===== config.mk =====
export PLATFORM = sky130hd
export DESIGN_NAME = usdr_top
export DESIGN_NICKNAME = d
export VERILOG_FILES = /design/src/verilog/usdr_pkg.sv /design/src/verilog/usdr_top.sv /design/src/verilog/usdr_fifo.sv
export SDC_FILE = /design/constraint.sdc
export NUM_CORES = 1
export LEC_CHECK = 0
export ABC_AREA = 0
export BUFFER_PORTS_ARGS = -buffer_cell sky130_fd_sc_hd__clkbuf_2
export CORE_UTILIZATION = 51
export CTS_CLUSTER_SIZE = 28
export DETAILED_ROUTE_END_ITERATION = 7
export GPL_TIMING_DRIVEN = 1
export PLACE_DENSITY = 0.78
export SYNTH_ARGS = -nofsm -noshare
export SYNTH_HDL_FRONTEND = slang
export SYNTH_HIERARCHICAL = 1
export SYNTH_SLANG_ARGS = --single-unit

===== constraint.sdc =====
create_clock -name REF_CLK -period 3.2 [get_ports REF_CLK]
set_input_delay 0.16 -clock REF_CLK [delete_from_list [all_inputs] [get_ports REF_CLK]]
set_output_delay 0.16 -clock REF_CLK [all_outputs]
set_load 0.005 [all_outputs]

===== src/verilog/usdr_pkg.sv =====
// Constants for the serial channel status and data register block.
// Assumes a 32-bit classic Wishbone slave with word-aligned registers.
package usdr_pkg;
    // ==========================================================
    // Register indices (byte address is four times the index)
    localparam logic [15:0] IDX_CHANNEL_STATUS = 16'h4120;
    localparam logic [15:0] IDX_TRANSMIT_BYTE  = 16'h4121;
    localparam logic [15:0] IDX_RECEIVE_BYTE   = 16'h4122;
    localparam logic [15:0] IDX_CHANNEL_MODE   = 16'h4124;
    // ==========================================================
    // Status field positions
    localparam int BIT_FRAMING_FAULT   = 6;
    localparam int BIT_PARITY_FAULT    = 5;
    localparam int BIT_OVERRUN_FAULT   = 4;
    localparam int BIT_SECOND_WAITING  = 3;
    localparam int BIT_TX_SHIFT_ACTIVE = 2;
    localparam int BIT_RX_AVAILABLE    = 1;
    localparam int BIT_TX_VACANT       = 0;
    // Mode field positions
    localparam int BIT_INFRARED_MODE   = 0;
    localparam int BIT_SEVEN_BIT_FRAME = 1;
    // ==========================================================
    // Reset values and widths
    localparam logic [7:0] RST_TRANSMIT_BYTE = 8'h00;
    localparam logic [7:0] RST_RECEIVE_BYTE  = 8'h00;
    localparam logic [7:0] SEVEN_BIT_MASK    = 8'h7f;
    localparam int         TX_FIFO_DEPTH     = 8;
    localparam int         RX_BUF_DEPTH      = 2;
endpackage : usdr_pkg


===== src/verilog/usdr_top.sv =====
// Serial channel status, transmit data and receive data registers.
// Assumes a classic Wishbone master and an outside serializer that
// takes a byte on TX_START and reports TX_DONE when the line is idle,
// and an outside deserializer that presents bytes with error flags.
//
// Function
// Framing fault flag, status bit 6, set on error, reset 0, cleared by writing 1.
// Parity fault flag, status bit 5, set on error, reset 0, software writable.
// Overrun fault flag, status bit 4, set on overrun, reset 0, software writable.
// Status bit 3 shows a second received byte waiting; read-only, reset 0.
// Status bit 1 shows received data available; read-only, reset 0.
// Status bit 2 shows the transmit shifter busy; read-only, reset 0.
// Status bit 0 shows transmit buffer empty; read-only, reset 1.
// Infrared mode bit, read/write, reset 0, switches channel to infrared operation.
// Transmit byte register takes the byte to send; seven-bit frames mask to 0x7f.
// Receive byte register returns the older buffered byte; resets 0.
// Error flags stay set until software clears them.
`timescale 1ns/1ps
module usdr_top
    import usdr_pkg::*;
#(
    parameter int ADR_W = 18
) (
    // Clock and reset
    input  wire logic             REF_CLK,
    input  wire logic             SRST,
    // Wishbone slave
    input  wire logic             WB_CYC_I,
    input  wire logic             WB_STB_I,
    input  wire logic             WB_WE_I,
    input  wire logic [ADR_W-1:0] WB_ADR_I,
    input  wire logic [3:0]       WB_SEL_I,
    input  wire logic [31:0]      WB_DAT_I,
    output logic [31:0]           WB_DAT_O,
    output logic                  WB_ACK_O,
    // Transmit side toward the serializer
    output logic [7:0]            TX_BYTE,
    output logic                  TX_START,
    input  wire logic             TX_DONE,
    // Receive side from the deserializer
    input  wire logic             RX_VALID,
    input  wire logic [7:0]       RX_BYTE,
    input  wire logic             RX_FRAMING_ERR,
    input  wire logic             RX_PARITY_ERR,
    // Channel mode
    output logic                  INFRARED_MODE,
    output logic                  SEVEN_BIT_FRAME
);
    // ==========================================================
    // State
    typedef struct packed {
        logic [31:0]                 dat;
        logic                        ack;
        logic                        framing_fault_flag;
        logic                        parity_fault_flag;
        logic                        overrun_fault_flag;
        logic                        tx_shift_active;
        logic [7:0]                  tx_byte;
        logic [7:0]                  tx_shift_byte;
        logic                        tx_start;
        logic                        infrared_mode_select;
        logic                        seven_bit;
        logic [RX_BUF_DEPTH-1:0][7:0] rx_buf;
        logic [1:0]                  rx_cnt;
        logic [7:0]                  rx_last;
    } usdr_state_t;

    usdr_state_t s_q;
    usdr_state_t s_d;

    // ==========================================================
    // Bus decode
    logic [15:0] idx;
    logic        req;
    logic        hit_status;
    logic        hit_tx;
    logic        hit_rx;
    logic        hit_mode;
    logic        wr_lane0;
    logic        do_access;
    logic        rx_pop;
    logic        rx_push;
    logic [1:0]  rx_cnt_after_pop;
    logic [7:0]  wr_byte;

    // Word index from the byte address
    assign idx        = 16'(WB_ADR_I[ADR_W-1:2]);
    assign req        = WB_CYC_I && WB_STB_I && !s_q.ack;
    assign hit_status = (idx == IDX_CHANNEL_STATUS);
    assign hit_tx     = (idx == IDX_TRANSMIT_BYTE);
    assign hit_rx     = (idx == IDX_RECEIVE_BYTE);
    assign hit_mode   = (idx == IDX_CHANNEL_MODE);
    assign wr_lane0   = WB_WE_I && WB_SEL_I[0];
    assign wr_byte    = WB_DAT_I[7:0];

    // ==========================================================
    // Transmit FIFO in front of the shifter
    logic       fifo_in_valid;
    logic       fifo_in_ready;
    logic [7:0] fifo_in_data;
    logic       fifo_out_valid;
    logic       fifo_out_ready;
    logic [7:0] fifo_out_data;
    logic       fifo_empty;

    // A full FIFO holds the bus write in wait states, never drops it
    assign do_access      = req && !(hit_tx && wr_lane0 && !fifo_in_ready);
    assign fifo_in_valid  = do_access && hit_tx && wr_lane0;
    assign fifo_in_data   = s_q.seven_bit ? (wr_byte & SEVEN_BIT_MASK) : wr_byte;
    assign fifo_out_ready = !s_q.tx_shift_active && !s_q.tx_start;

    usdr_fifo #(
        .WIDTH (8),
        .DEPTH (TX_FIFO_DEPTH)
    ) u_tx_fifo (
        .clk       (REF_CLK),
        .srst      (SRST),
        .in_valid  (fifo_in_valid),
        .in_ready  (fifo_in_ready),
        .in_data   (fifo_in_data),
        .out_valid (fifo_out_valid),
        .out_ready (fifo_out_ready),
        .out_data  (fifo_out_data),
        .empty     (fifo_empty)
    );

    // ==========================================================
    // Receive buffer handshakes
    assign rx_pop  = do_access && !WB_WE_I && hit_rx && (s_q.rx_cnt != 2'd0);
    assign rx_push = RX_VALID;
    assign rx_cnt_after_pop = rx_pop ? s_q.rx_cnt - 2'd1 : s_q.rx_cnt;

    // ==========================================================
    // Next state
    always_comb begin
        s_d          = s_q;
        s_d.ack      = do_access;
        s_d.tx_start = 1'b0;

        // Read data, registered alongside ack; unmapped reads give zero
        s_d.dat = '0;
        if (do_access && !WB_WE_I) begin
            if (hit_status) begin
                s_d.dat[BIT_FRAMING_FAULT]   = s_q.framing_fault_flag;
                s_d.dat[BIT_PARITY_FAULT]    = s_q.parity_fault_flag;
                s_d.dat[BIT_OVERRUN_FAULT]   = s_q.overrun_fault_flag;
                s_d.dat[BIT_SECOND_WAITING]  = (s_q.rx_cnt == 2'd2);
                s_d.dat[BIT_TX_SHIFT_ACTIVE] = s_q.tx_shift_active;
                s_d.dat[BIT_RX_AVAILABLE]    = (s_q.rx_cnt != 2'd0);
                s_d.dat[BIT_TX_VACANT]       = fifo_empty;
            end else if (hit_tx) begin
                s_d.dat[7:0] = s_q.tx_byte;
            end else if (hit_rx) begin
                // Older byte; empty buffer shows the last byte taken
                s_d.dat[7:0] = (s_q.rx_cnt != 2'd0) ? s_q.rx_buf[0] : s_q.rx_last;
            end else if (hit_mode) begin
                s_d.dat[BIT_INFRARED_MODE]   = s_q.infrared_mode_select;
                s_d.dat[BIT_SEVEN_BIT_FRAME] = s_q.seven_bit;
            end
        end

        // Software writes: one clears a fault flag, zero leaves it
        if (do_access && wr_lane0 && hit_status) begin
            if (wr_byte[BIT_FRAMING_FAULT]) begin
                s_d.framing_fault_flag = 1'b0;
            end
            if (wr_byte[BIT_PARITY_FAULT]) begin
                s_d.parity_fault_flag = 1'b0;
            end
            if (wr_byte[BIT_OVERRUN_FAULT]) begin
                s_d.overrun_fault_flag = 1'b0;
            end
        end
        if (do_access && wr_lane0 && hit_mode) begin
            s_d.infrared_mode_select = wr_byte[BIT_INFRARED_MODE];
            s_d.seven_bit            = wr_byte[BIT_SEVEN_BIT_FRAME];
        end
        if (fifo_in_valid) begin
            s_d.tx_byte = fifo_in_data;
        end

        // Hardware sets come after the clears so a same-cycle event wins
        if (RX_VALID && RX_FRAMING_ERR) begin
            s_d.framing_fault_flag = 1'b1;
        end
        if (RX_VALID && RX_PARITY_ERR) begin
            s_d.parity_fault_flag = 1'b1;
        end

        // Receive buffer: pop shifts the newer byte down, push appends
        if (rx_pop) begin
            s_d.rx_last   = s_q.rx_buf[0];
            s_d.rx_buf[0] = s_q.rx_buf[1];
        end
        s_d.rx_cnt = rx_cnt_after_pop;
        if (rx_push) begin
            if (rx_cnt_after_pop == 2'(RX_BUF_DEPTH)) begin
                // Full buffer keeps its bytes; the new one is lost
                s_d.overrun_fault_flag = 1'b1;
            end else begin
                s_d.rx_buf[rx_cnt_after_pop[0]] = RX_BYTE;
                s_d.rx_cnt = rx_cnt_after_pop + 2'd1;
            end
        end

        // Shifter: load from FIFO when idle, free again on done
        if (s_q.tx_shift_active && TX_DONE) begin
            s_d.tx_shift_active = 1'b0;
        end
        if (fifo_out_valid && fifo_out_ready) begin
            s_d.tx_shift_byte   = fifo_out_data;
            s_d.tx_start        = 1'b1;
            s_d.tx_shift_active = 1'b1;
        end
    end

    // State register
    always_ff @(posedge REF_CLK) begin
        if (SRST) begin
            s_q         <= '0;
            s_q.tx_byte <= RST_TRANSMIT_BYTE;
            s_q.rx_last <= RST_RECEIVE_BYTE;
        end else begin
            s_q <= s_d;
        end
    end

    // ==========================================================
    // Outputs
    // Every port comes straight from the state register, so no
    // decode path or FIFO flag ever reaches a pin combinationally.
    // Bus answer: data and ack launch together one edge after the
    // request is seen; the master samples both at the next edge.
    assign WB_DAT_O        = s_q.dat;
    assign WB_ACK_O        = s_q.ack;
    // Serializer handoff: the start pulse stands one cycle and the
    // byte holds steady until the next load, which cannot come
    // before TX_DONE frees the shifter.
    assign TX_BYTE         = s_q.tx_shift_byte;
    assign TX_START        = s_q.tx_start;
    // Channel mode straight to the line logic
    assign INFRARED_MODE   = s_q.infrared_mode_select;
    assign SEVEN_BIT_FRAME = s_q.seven_bit;

    // ==========================================================
    // Usage notes
    //
    // Bus timing
    // A request is taken on the first edge at which cycle and strobe
    // are high, no ack is pending and no transmit write meets a full FIFO. Ack rises after that edge and
    // falls one cycle later, since a pending ack masks the request.
    // A master that keeps strobe high across two transfers therefore
    // sees one idle cycle between acks; that costs bandwidth but keeps
    // a held request from being taken twice.
    //
    // Transmit path
    // Writes to the transmit byte go into an eight-deep FIFO. When the
    // FIFO is full the write is held in wait states, never dropped, so
    // software may stream bytes without polling the vacant flag.
    // The vacant flag reports the FIFO alone; a byte already in the
    // shifter shows only in the shift-active flag.
    // Reading the transmit byte returns the last value written, after
    // masking, not the byte currently on the line.
    // The seven-bit mask is applied at write time. Changing the frame
    // width while bytes wait in the FIFO leaves them as written.
    //
    // Receive path
    // Two bytes are held. A third byte arriving while both are held is
    // lost and raises the overrun flag; the held bytes are kept so the
    // oldest data survives.
    // A read of the receive byte pops the older byte. Reading with an
    // empty buffer shows the last byte taken and pops nothing.
    // A pop and a push may fall in one cycle; the pop is counted first
    // so a full buffer being drained does not report a false overrun.
    //
    // Fault flags
    // Each flag is sticky. Writing one clears it, writing zero leaves
    // it. When a new fault and a clear meet in one cycle the fault
    // wins, so no error can slip past between read and clear.
    //
    // Reset
    // Everything returns to zero except the vacant flag, which follows
    // the emptied FIFO. A byte in flight in the outside serializer is
    // not aborted here; the serializer must be reset alongside.
endmodule : usdr_top


===== src/verilog/usdr_fifo.sv =====
// Synchronous FIFO with valid/ready on both sides.
// Assumes one clock and a synchronous active-high reset.
`timescale 1ns/1ps
module usdr_fifo #(
    parameter int WIDTH = 8,
    parameter int DEPTH = 8
) (
    // Clock and reset
    input  wire logic             clk,
    input  wire logic             srst,
    // Fill side
    input  wire logic             in_valid,
    output logic                  in_ready,
    input  wire logic [WIDTH-1:0] in_data,
    // Drain side
    output logic                  out_valid,
    input  wire logic             out_ready,
    output logic [WIDTH-1:0]      out_data,
    // Level
    output logic                  empty
);
    localparam int AW = $clog2(DEPTH);

    typedef struct packed {
        logic [DEPTH-1:0][WIDTH-1:0] mem;
        logic [AW-1:0]               wr;
        logic [AW-1:0]               rd;
        logic [AW:0]                 cnt;
    } usdr_fifo_st_t;

    usdr_fifo_st_t s_q;
    usdr_fifo_st_t s_d;
    logic          push;
    logic          pop;

    // ==========================================================
    // Flags straight from the count, so full and empty never lie
    assign in_ready  = (s_q.cnt != (AW+1)'(DEPTH));
    assign out_valid = (s_q.cnt != '0);
    assign empty     = (s_q.cnt == '0);
    assign out_data  = s_q.mem[s_q.rd];
    assign push      = in_valid && in_ready;
    assign pop       = out_valid && out_ready;

    // Next state
    always_comb begin
        s_d = s_q;
        if (push) begin
            s_d.mem[s_q.wr] = in_data;
            s_d.wr = (s_q.wr == AW'(DEPTH-1)) ? '0 : s_q.wr + 1'b1;
        end
        if (pop) begin
            s_d.rd = (s_q.rd == AW'(DEPTH-1)) ? '0 : s_q.rd + 1'b1;
        end
        if (push && !pop) begin
            s_d.cnt = s_q.cnt + 1'b1;
        end else if (pop && !push) begin
            s_d.cnt = s_q.cnt - 1'b1;
        end
    end

    // State register
    always_ff @(posedge clk) begin
        if (srst) begin
            s_q <= '0;
        end else begin
            s_q <= s_d;
        end
    end
endmodule : usdr_fifo


# Word level (Yosys, flattened, before mapping)
# Index checks and enable logic that the tools add are counted.
# classes
addsub	6
magnitude_cmp	5
eq_ne	9
n_mux	34
bitwise	2
n_reduce_logical	46
# op_table
op	n
64-bit bitwise mux	1
16-bit by 15-bit == test with 1-bit output, second input constant	4
8-bit 2-to-1 mux	7
8-bit binary-select mux with 3-bit select	1
8-bit demux with 3-bit select	1
1-bit logical AND	24
10-bit 2-to-1 mux	2
16-bit bitwise mux	1
2-bit nonzero test	7
1-bit 2-to-1 mux	10
3-bit 2-to-1 mux	3
8-bit demux with 1-bit select	1
1-bit logical NOT	8
3-bit by 4-bit < comparator with 1-bit output, second input constant	2
4-bit 2-to-1 mux	2
7-bit 2-to-1 mux	1
3-bit by 1-bit adder with 3-bit output, second input constant	2
3-bit == test, second input constant	2
2-bit 2-to-1 mux	3
6-bit 2-to-1 mux	1
2-bit AND reduction	3
4-bit by 1-bit adder with 4-bit output, second input constant	1
2-bit == test, second input constant	2
4-bit logical NOT	1
11 further kinds	12
# totals
reg_bits	156
input_bits	71
output_inout_bits	44
wordCells	130

# Logic depth before layout (Yosys ltp)
# Gate-level depths: netlist of the first run.
# depth
word_depth	16
depth_mapped	15
mapped_depth_nobuf	14

# Modules after synthesis
# The synthesis of the first run kept the hierarchy.
# by_module_without_submodules
module	n_inst	cells_per_inst	area_each_um2	seq_area_each_um2
usdr_fifo	1	316	3429.5	1481.4
usdr_top	1	351	3009.1	1161.1

# Worst setup path after synthesis of the first run
# OpenSTA, ideal clock, no wires.
# synth_timing
kind	register -> register
start	register u_tx_fifo/s_q[0] in the netlist's numbering
end	register u_tx_fifo/s_q[3] in the netlist's numbering
setup_time_ps	121
arrival_time_ps	2987
t_required_ps	3079
setup_slack_ps	92
path_stages_with_launch	16
path_buffers	1
period_less_slack_ps	3108
path_cell_list	dfxtp_1 nor4b_4 inv_1 inv_1 nor3_1 nor4b_1 buf_4 nand2_1 inv_1 ha_1 inv_1 ha_1 a21oi_1 a211oi_1 a31oi_1 mux2_2
# synth_via
elab_chain_len	11
elab_cells_between_ends	19
cone_classes	2 x add/sub; 1 x eq/ne; 2 x mux; 14 x reduce/logical
# synth_rtl
element	line_no	text
start: declaration	usdr_fifo.sv:31	usdr_fifo_st_t s_q;
start signal: assignment	usdr_fifo.sv:65	s_q <= '0;
start signal: assignment	usdr_fifo.sv:67	s_q <= s_d;
4-bit inequality test (*)	usdr_fifo.sv:38	assign in_ready = (s_q.cnt != (AW+1)'(DEPTH));
net fifo_in_ready	usdr_top.sv:99	logic fifo_in_ready;
1-bit logical NOT (*)	usdr_top.sv:107	assign do_access = req && !(hit_tx && wr_lane0 && !fifo_in_ready);
1-bit logical AND (*)	usdr_top.sv:107	
1-bit logical NOT (*)	usdr_top.sv:107	
1-bit logical AND (*)	usdr_top.sv:107	
1-bit logical AND (*) (2 in series)	usdr_top.sv:108	assign fifo_in_valid = do_access && hit_tx && wr_lane0;
net fifo_in_valid	usdr_top.sv:98	logic fifo_in_valid;
1-bit logical AND (*)	usdr_fifo.sv:42	assign push = in_valid && in_ready;
net u_tx_fifo.push	usdr_fifo.sv:33	logic push;
1-bit logical NOT	usdr_fifo.sv:57	end else if (pop && !push) begin
1-bit logical AND	usdr_fifo.sv:57	
2-bit nonzero test (no line)	n/a	
# Mark *: on every way through the listed nets, which the timed path passes. The rest lies on a longest branch. The select of a mux whose other input is x is not followed.
# A chain may end at the register's enable or synchronous reset.

# Final worst setup path of the first run
# layout_timing
start	register u_tx_fifo/s_q[1] in the netlist's numbering
end	register u_tx_fifo/s_q[31] in the netlist's numbering
# layout_via
elab_chain_len	8
# layout_rtl
element	line_no
4-bit inequality test (*)	usdr_fifo.sv:38
net fifo_in_ready	usdr_top.sv:99
1-bit logical NOT	usdr_top.sv:107
1-bit logical AND	usdr_top.sv:107
1-bit logical NOT	usdr_top.sv:107
1-bit logical AND	usdr_top.sv:107
1-bit logical AND (2 in series)	usdr_top.sv:108
1-bit logical AND (*)	usdr_fifo.sv:42
# Mark *: on every way through the listed nets, which the timed path passes. The rest lies on a longest branch.

==> results of run 1 <==
flip-flops by register name, indices dropped and copies added, names as in the netlist:
name / count
WB_ACK_O: 1
INFRARED_MODE: 1
TX_BYTE: 8
WB_DAT_O: 8
SEVEN_BIT_FRAME: 1
s_q: 38
u_tx_fifo/s_q: 74
TX_START: 1
layout make-up:
| type | instances | area share [%] |
|---|---|---|
| inverters | 9 | 0.4706 |
| multi-input cells | 458 | 45.60 |
| repair buffers | 82 | 6.659 |
| clock inverters | 13 | 1.551 |
| flip-flops and latches | 132 | 36.81 |
| well taps | 168 | 2.928 |
| clock buffers | 18 | 5.979 |
cells by family after synthesis:
family / after synthesis
AO/OA/AOI/OAI: 69
XOR/XNOR: 2
adder cells (fa/ha/maj): 11
buffers and inverters: 100
flip-flops: 132
multiplexers: 117
other: 1
AND/OR/NAND/NOR: 235
synth_stat cells (all sizes together), types with 2 or more instances:
master	instances	area, um2
mux2	11	123.9
or4	4	30.03
nand4	2	18.77
nor2	101	381.6
ha	10	125.1
inv	9	33.78
a21oi	32	163.9
buf	69	520.5
o21ai	5	25.02
mux2i	90	900.9
o41ai	8	70.07
nand2	84	317.8
o21a	2	15.01
nand3	5	25.02
dfxtp	132	2643
nor2b	2	12.51
a222oi	2	20.02
o22a	3	26.28
a211oi	4	30.03
a31oi	9	56.30
clkbuf	22	82.58
or4b	2	20.02
mux4	16	360.4
nor3	8	72.57
or3	5	31.28
nand2b	3	18.77
nor4b	9	153.9
power by group through the flow:
| stage | sequential, mW | clock, mW | combinational [mW] |
|---|---|---|---|
| after global placement | 1.82 | 0 | 0.718 |
| final | 1.80 | 1.78 | 0.767 |
| after detailed placement | 1.83 | 0 | 0.740 |
| after global routing | 1.80 | 1.87 | 0.834 |
| after CTS | 1.80 | 1.80 | 0.756 |
| after floorplan | 1.79 | 0 | 0.600 |
routing by layer:
| metal | GRT usage, % | vias to the layer above | routed length [um] |
|---|---|---|---|
| li1 | - | 2307 | - |
| met1 | 30.78 | 2353 | 6522 |
| met2 | 38.38 | 177 | 7117 |
| met3 | 5.929 | 19 | 818 |
| met4 | 7.446 | 2 | 162 |
| met5 | 0 | - | 12 |
what timing repair did:
action,CTS,global route
pin swaps,1,0
endpoints found under the setup margin,1,2
buffers inserted,1,0
gates cloned,0,0
hold endpoints to repair,5,0
hold buffers,5,0
resized for setup,0,1
placed cells by master, fill, tap and decap left out, types with 3 or more instances in the layout:
| cell | count |
|---|---|
| a211oi_1 | 4 |
| a21oi_1 | 31 |
| a31oi_1 | 9 |
| buf_4 | 17 |
| clkbuf_16 | 17 |
| clkbuf_2 | 60 |
| clkinv_2 | 5 |
| clkinvlp_4 | 4 |
| conb_1 | 24 |
| dfxtp_1 | 132 |
| dlygate4sd3_1 | 5 |
| ha_1 | 10 |
| inv_1 | 8 |
| mux2_2 | 11 |
| mux2i_1 | 90 |
| mux4_2 | 16 |
| nand2_1 | 83 |
| nand2b_1 | 3 |
| nand3_1 | 5 |
| nor2_1 | 100 |
| nor3_1 | 4 |
| nor4b_4 | 6 |
| o21ai_0 | 5 |
| o22a_1 | 3 |
| o41ai_1 | 8 |
| or3_1 | 5 |
| or4_1 | 4 |
how the worst max path moves through the flow:
| stage | startpoint | end | cells past startpoint |
|---|---|---|---|
| final | u_tx_fifo/s_q[1] | u_tx_fifo/s_q[31] | 10 |
| after global routing | u_tx_fifo/s_q[1] | u_tx_fifo/s_q[31] | 10 |
| after CTS | u_tx_fifo/s_q[1] | u_tx_fifo/s_q[31] | 10 |
| after detailed placement | u_tx_fifo/s_q[1] | u_tx_fifo/s_q[3] | 14 |
| after global placement | u_tx_fifo/s_q[1] | u_tx_fifo/s_q[3] | 14 |
| after floorplan | u_tx_fifo/s_q[0] | u_tx_fifo/s_q[3] | 15 |
metrics by stage:
step	power [mW]	hold slack (ns)	worst slack (ns)	cells
after floorplan	2.391	0.3021	0.09179	690
after global placement	2.541	0.4076	0.1024	843
after detailed placement	2.572	0.4209	0.009428	843
after CTS	4.348	0.005466	0.2174	880
after global routing	4.512	0.007290	0.01222	880
final	4.347	0.003797	0.2044	880
worst max-delay path, delay by kind of cell (launching register included):
family	cells	cell delay (ns)
buffers and inverters	3	0.40
muxes	1	0.35
DFF	1	0.46
and+or+nand+nor	6	1.66
==> results.py, run 1 <==
metrics = {
    "critical_path": {
        "slowest_delay_ns": 0.84,
        "r2r_cells": 10,
        "crit_chain": "nor4b_4, inv_1, inv_1, nor3_1, nor4b_4, buf_4, nand2b_1, or4b_1, mux2i_1, nor2_1",
        "critical_path.max_fanout": 12,
        "crit_path_end_kind": "register",
        "start_kind": "register",
        "crit_slowest_cell": "or4b_1",
        "reg2reg_to": "u_tx_fifo/s_q[31]",
        "worst-setup-path-type": "register to register",
        "cp_data_arrival_time_ns": 3.28,
        "reg2reg_setup_slack_ns": 0.20,
        "reg2reg_from": "u_tx_fifo/s_q[1]",
        "cp.required_ns": 3.49,
    },
    "power": {
        "vdd_drop_max_mv": 0.4861,
        "leakagePower_nw": 2.935,
        "switching_share_pct": 29.42,
        "seq_power_share_pct": 41.3,
        "power_frac_clock_pct": 41.0,
        "power_frac_comb_pct": 17.6,
        "p_per_area_nw_per_um2": 605.6,
        "switching_power_mw": 1.279,
        "p_int_mw": 3.068,
    },
    "clocking": {
        "cts-htree-levels": 4,
        "worst_skew_pair.late_latency_ns": 0.42,
        "cts_buffers": 17,
        "clock-sinks": 132,
        "clockBufferDepth": 2,
        "clk_root_buffer_cell": "clkbuf_16",
        "cts.clk_slew.worst_paths_ns": 0.06,
        "cts_tree": "done",
    },
    "synthesis": {
        "synth_fa_ha_area_share_pct": 2.254,
        "synth-edff-count": 0,
        "synth_compound_area_share_pct": 6.860,
        "synth_top_family_by_area": "multiplexers",
        "muxShareOfSynthArea_pct": 21.51,
        "avgSynthCellArea_um2": 9.653,
        "netlist_area_um2": 6439,
        "synth-warning-count": 6,
        "yosys_most_used_dff": "dfxtp_1",
        "synth_seq_cells": 132,
        "synthDistinctLibCells": 56,
        "synth_xor_xnor_area_share_pct": 0.2721,
        "synthSimpleGateAreaFrac_pct": 18.11,
        "ys_seq_area_share_pct": 41.04,
        "netlist_instances": 667,
        "synth_async_sr_flop_share_pct": 0,
    },
    "floorplan": {
        "rows": 40,
        "die_area_um2": 13080,
        "coreArea_um2": 12160,
        "ioPinCount": 115,
        "start_util_pct": 52.94,
        "die_w_um": 114.4,
        "dieHeight_um": 114.4,
    },
    "sta": {
        "setup-violations-final": 0,
        "drv_slew": 0,
        "fin_crit_sh_pct": 93.61,
        "max_freq_mhz": 333.8,
        "timing.setup.tns_ns": 0,
        "relSlewSlack_pct": 46.00,
        "tightestPinTransition_ns": 0.8089,
        "skew_ns": 0.01413,
        "min_period_ns": 2.996,
        "finalHoldViolCount": 0,
        "rsz0062_at_grt": "no",
    },
    "drt": {
        "post_drt_wl_per_cell_um": 16.63,
        "drt_iter0_markers": 467,
        "ant_nets": 0,
        "remaining_drc_errors": 0,
        "vias": 4858,
        "viasPerCell": 5.520,
        "drtPass1Iterations": 5,
        "drt_wl_total_um": 14630,
    },
    "final_layout": {
        "ff_latch_area_um2": 2643,
        "fin_util_pct": 59.02,
        "antenna_cells": 0,
        "drive_gt1_share_pct": 21.63,
        "synthToLayoutAreaGrowth_pct": 11.48,
        "multi_input_area_um2": 3273,
        "fillers": 1009,
        "nets": 782,
        "postLayoutCellArea_um2": 7178,
    },
    "hold_path": {
        "whs_endpoint": "s_q[21]",
        "min-delay-start": "RX_BYTE[3]",
        "min_delay_path_depth": 3,
        "hold_class": "input pin to register",
    },
    "place": {
        "placed_area_um2": 6571,
        "dpl.hpwl_um": 9976,
        "io_buffers": 61,
        "gp_congestion": 0.8790,
    },
    "global_route": {
        "grt_pass1_wl_um": 23400,
        "gr-total-overflow": 0,
        "grt_antenna_before_repair": 1,
        "grt_usage_pct": 23.58,
        "grt_max_degree": 57,
        "grt_pass1_vias": 4709,
    },
    "job": {
        "maxCapViolations": 0,
    },
    "run_status": {
        "outcome": "complete, no violations",
    },
}
Power figures use the tool's default switching activity.
==> run 2, diff against run 1 <==
CORE_UTILIZATION = 60   (was 51)
PLACE_DENSITY = 0.86   (was 0.78)
clock period = 3.65 ns   (was 3.2 ns; I/O delays follow)
==> results.py, run 2 (synthesized netlist as in run 1, its figures left out) <==
metrics = {
    "drt": {
        "drt_iter0_markers": 590,
        "vias": 5088,
        "ant_nets": 0,
        "drt_wl_total_um": 15910,
        "post_drt_wl_per_cell_um": 18.71,
        "remaining_drc_errors": 0,
        "drtPass1Iterations": 6,
        "viasPerCell": 5.986,
    },
    "clocking": {
        "cts_buffers": 17,
        "worst_skew_pair.late_latency_ns": 0.53,
        "clockBufferDepth": 2,
        "cts_tree": "done",
        "cts-htree-levels": 4,
        "ctsResizeCount": 0,
        "clk_root_buffer_cell": "clkbuf_8",
        "cts.clk_slew.worst_paths_ns": 0.06,
        "clock-sinks": 132,
    },
    "sta": {
        "fin_crit_sh_pct": 92.11,
        "rsz0062_at_grt": "no",
        "max_freq_mhz": 297.5,
        "timing.setup.tns_ns": 0,
        "drv_slew": 0,
        "min_period_ns": 3.362,
        "tightestPinTransition_ns": 0.9499,
        "postLayoutSetupSlackWorst_ns": 0.2882,
        "relSlewSlack_pct": 36.59,
        "finalHoldViolCount": 0,
        "skew_ns": 0.009355,
        "setup-violations-final": 0,
    },
    "global_route": {
        "grt_pass1_wl_um": 25010,
        "grt_usage_pct": 29.03,
        "grt_pass1_vias": 5152,
        "gr-total-overflow": 0,
        "grt_max_degree": 59,
        "grt_antenna_before_repair": 0,
    },
    "power": {
        "finalPower_mw": 4.175,
        "p_per_area_nw_per_um2": 574.1,
        "vdd_drop_max_mv": 0.4384,
        "leakagePower_nw": 2.981,
    },
    "place": {
        "gp_congestion": 0.8276,
        "io_buffers": 61,
        "place_inst": 804,
        "post-place-ws_ns": 0.2496,
        "dpl.hpwl_um": 9984,
        "placed_area_um2": 6479,
    },
    "hold_path": {
        "hold_class": "input pin to register",
    },
    "critical_path": {
        "crit_path_end_kind": "register",
        "critical_path.max_fanout": 7,
        "crit_chain": "nor4b_4, inv_1, inv_1, nor3_1, nor4b_2, nand2_1, inv_1, ha_1, inv_1, ha_1, a21oi_1, a211oi_1, a31oi_1, mux2_2",
        "cp_data_arrival_time_ns": 3.77,
        "crit_slowest_cell": "dfxtp_1",
        "crit_top_cell": "inv_1",
        "cp.required_ns": 4.06,
        "slowest_delay_ns": 0.47,
        "worst-setup-path-type": "register to register",
        "start_kind": "register",
    },
    "job": {
        "maxCapViolations": 0,
    },
    "floorplan": {
        "ioPinCount": 115,
        "die_w_um": 105.6,
        "rows": 37,
        "coreArea_um2": 10370,
        "start_util_pct": 62.09,
        "dieHeight_um": 105.6,
        "die_area_um2": 11150,
    },
    "final_layout": {
        "postLayoutCellArea_um2": 7272,
        "fillers": 676,
        "antenna_cells": 0,
        "largest_reg_flops": 74,
        "final-instance-count-excl-fill": 850,
        "synthToLayoutAreaGrowth_pct": 12.94,
        "regMostFlops": "u_tx_fifo/s_q",
        "reg_top3": "u_tx_fifo/s_q: 74 flops, s_q: 38 flops",
        "final_cell_mix": "dfxtp_1 (132), nor2_1 (100), mux2i_1 (90), nand2_1 (83), clkbuf_2 (60)",
        "drive_gt1_share_pct": 21.01,
        "nets": 783,
        "final_common_cell": "dfxtp_1",
    },
    "run_status": {
        "outcome": "complete, no violations",
    },
}
[run 2: cell types whose count changed in the layout (fill, tap and decap cells not counted), sizes merged]
cell         delta
inv             -1
clkbuf          +1
buf             -5
bufinv          +5
clkinv          -4
dlygate4sd3     +6
[run 2: where the power goes]
| part | switching, mW | internal (mW) |
|---|---|---|
| clock network | 0.647 | 1.26 |
| logic | 0.404 | 0.266 |
| registers | 0.0941 | 1.50 |
| total | 1.15 | 3.03 |
[run 2: timing repair]
item	in CTS	in global routing
hold buffers	11	0
buffers inserted	0	3
endpoints found under the hold margin	14	0
endpoints found under the setup margin	0	1
[run 2: per-stage QoR]
step / util (%) / hold slack, ns
finish: 70.13 / 0.06544
global route: 70.13 / 0.07300
CTS: 69.91 / 0.02616
detailed placement: 62.48 / 0.4374
global placement: 62.48 / 0.4316
floorplan: - / 0.3246
[run 2: layer usage]
layer  vias to the layer above  part of all wire [%]  GRT usage (%)
li1                       2313                     -              -
met1                      2488                    40          33.39
met2                       246                    50          49.77
met3                        41                   7.9          10.02
met4                         0                   2.1          10.91
met5                         -                     0              0
[run 2: cell type report]
cell class	count	area (um2)	share of cell area, %
Multi-Input combinational cell	458	3264	44.89
Sequential cell	132	2643	36.34
Timing Repair Buffer	83	500.5	6.882
Clock buffer	19	431.7	5.936
Clock inverter	13	229.0	3.149
Tap cell	136	170.2	2.340
Inverter	9	33.78	0.4646
[run 2: final timing paths]
path / start / slack, ns / endpoint / depth (start not counted)
worst max-delay path: u_tx_fifo/s_q[0] / 0.29 / u_tx_fifo/s_q[3] / 14
worst min-delay path: WB_DAT_I[2] / 0.07 / u_tx_fifo/s_q[60] / 3
worst max register to register: u_tx_fifo/s_q[0] / 0.29 / u_tx_fifo/s_q[3] / 14
worst min register to register: s_q[4] / 0.45 / s_q[4] / 2
[run 2: worst max-delay path, delay by kind of cell (launching register included)]
family | cells | cell delay (ns)
buffers and inverters | 4 | 0.46
DFF | 1 | 0.47
muxes | 1 | 0.36
AOI/OAI and AO/OA | 3 | 0.49
and+or+nand+nor | 4 | 0.93
adders and majority gates | 2 | 0.50
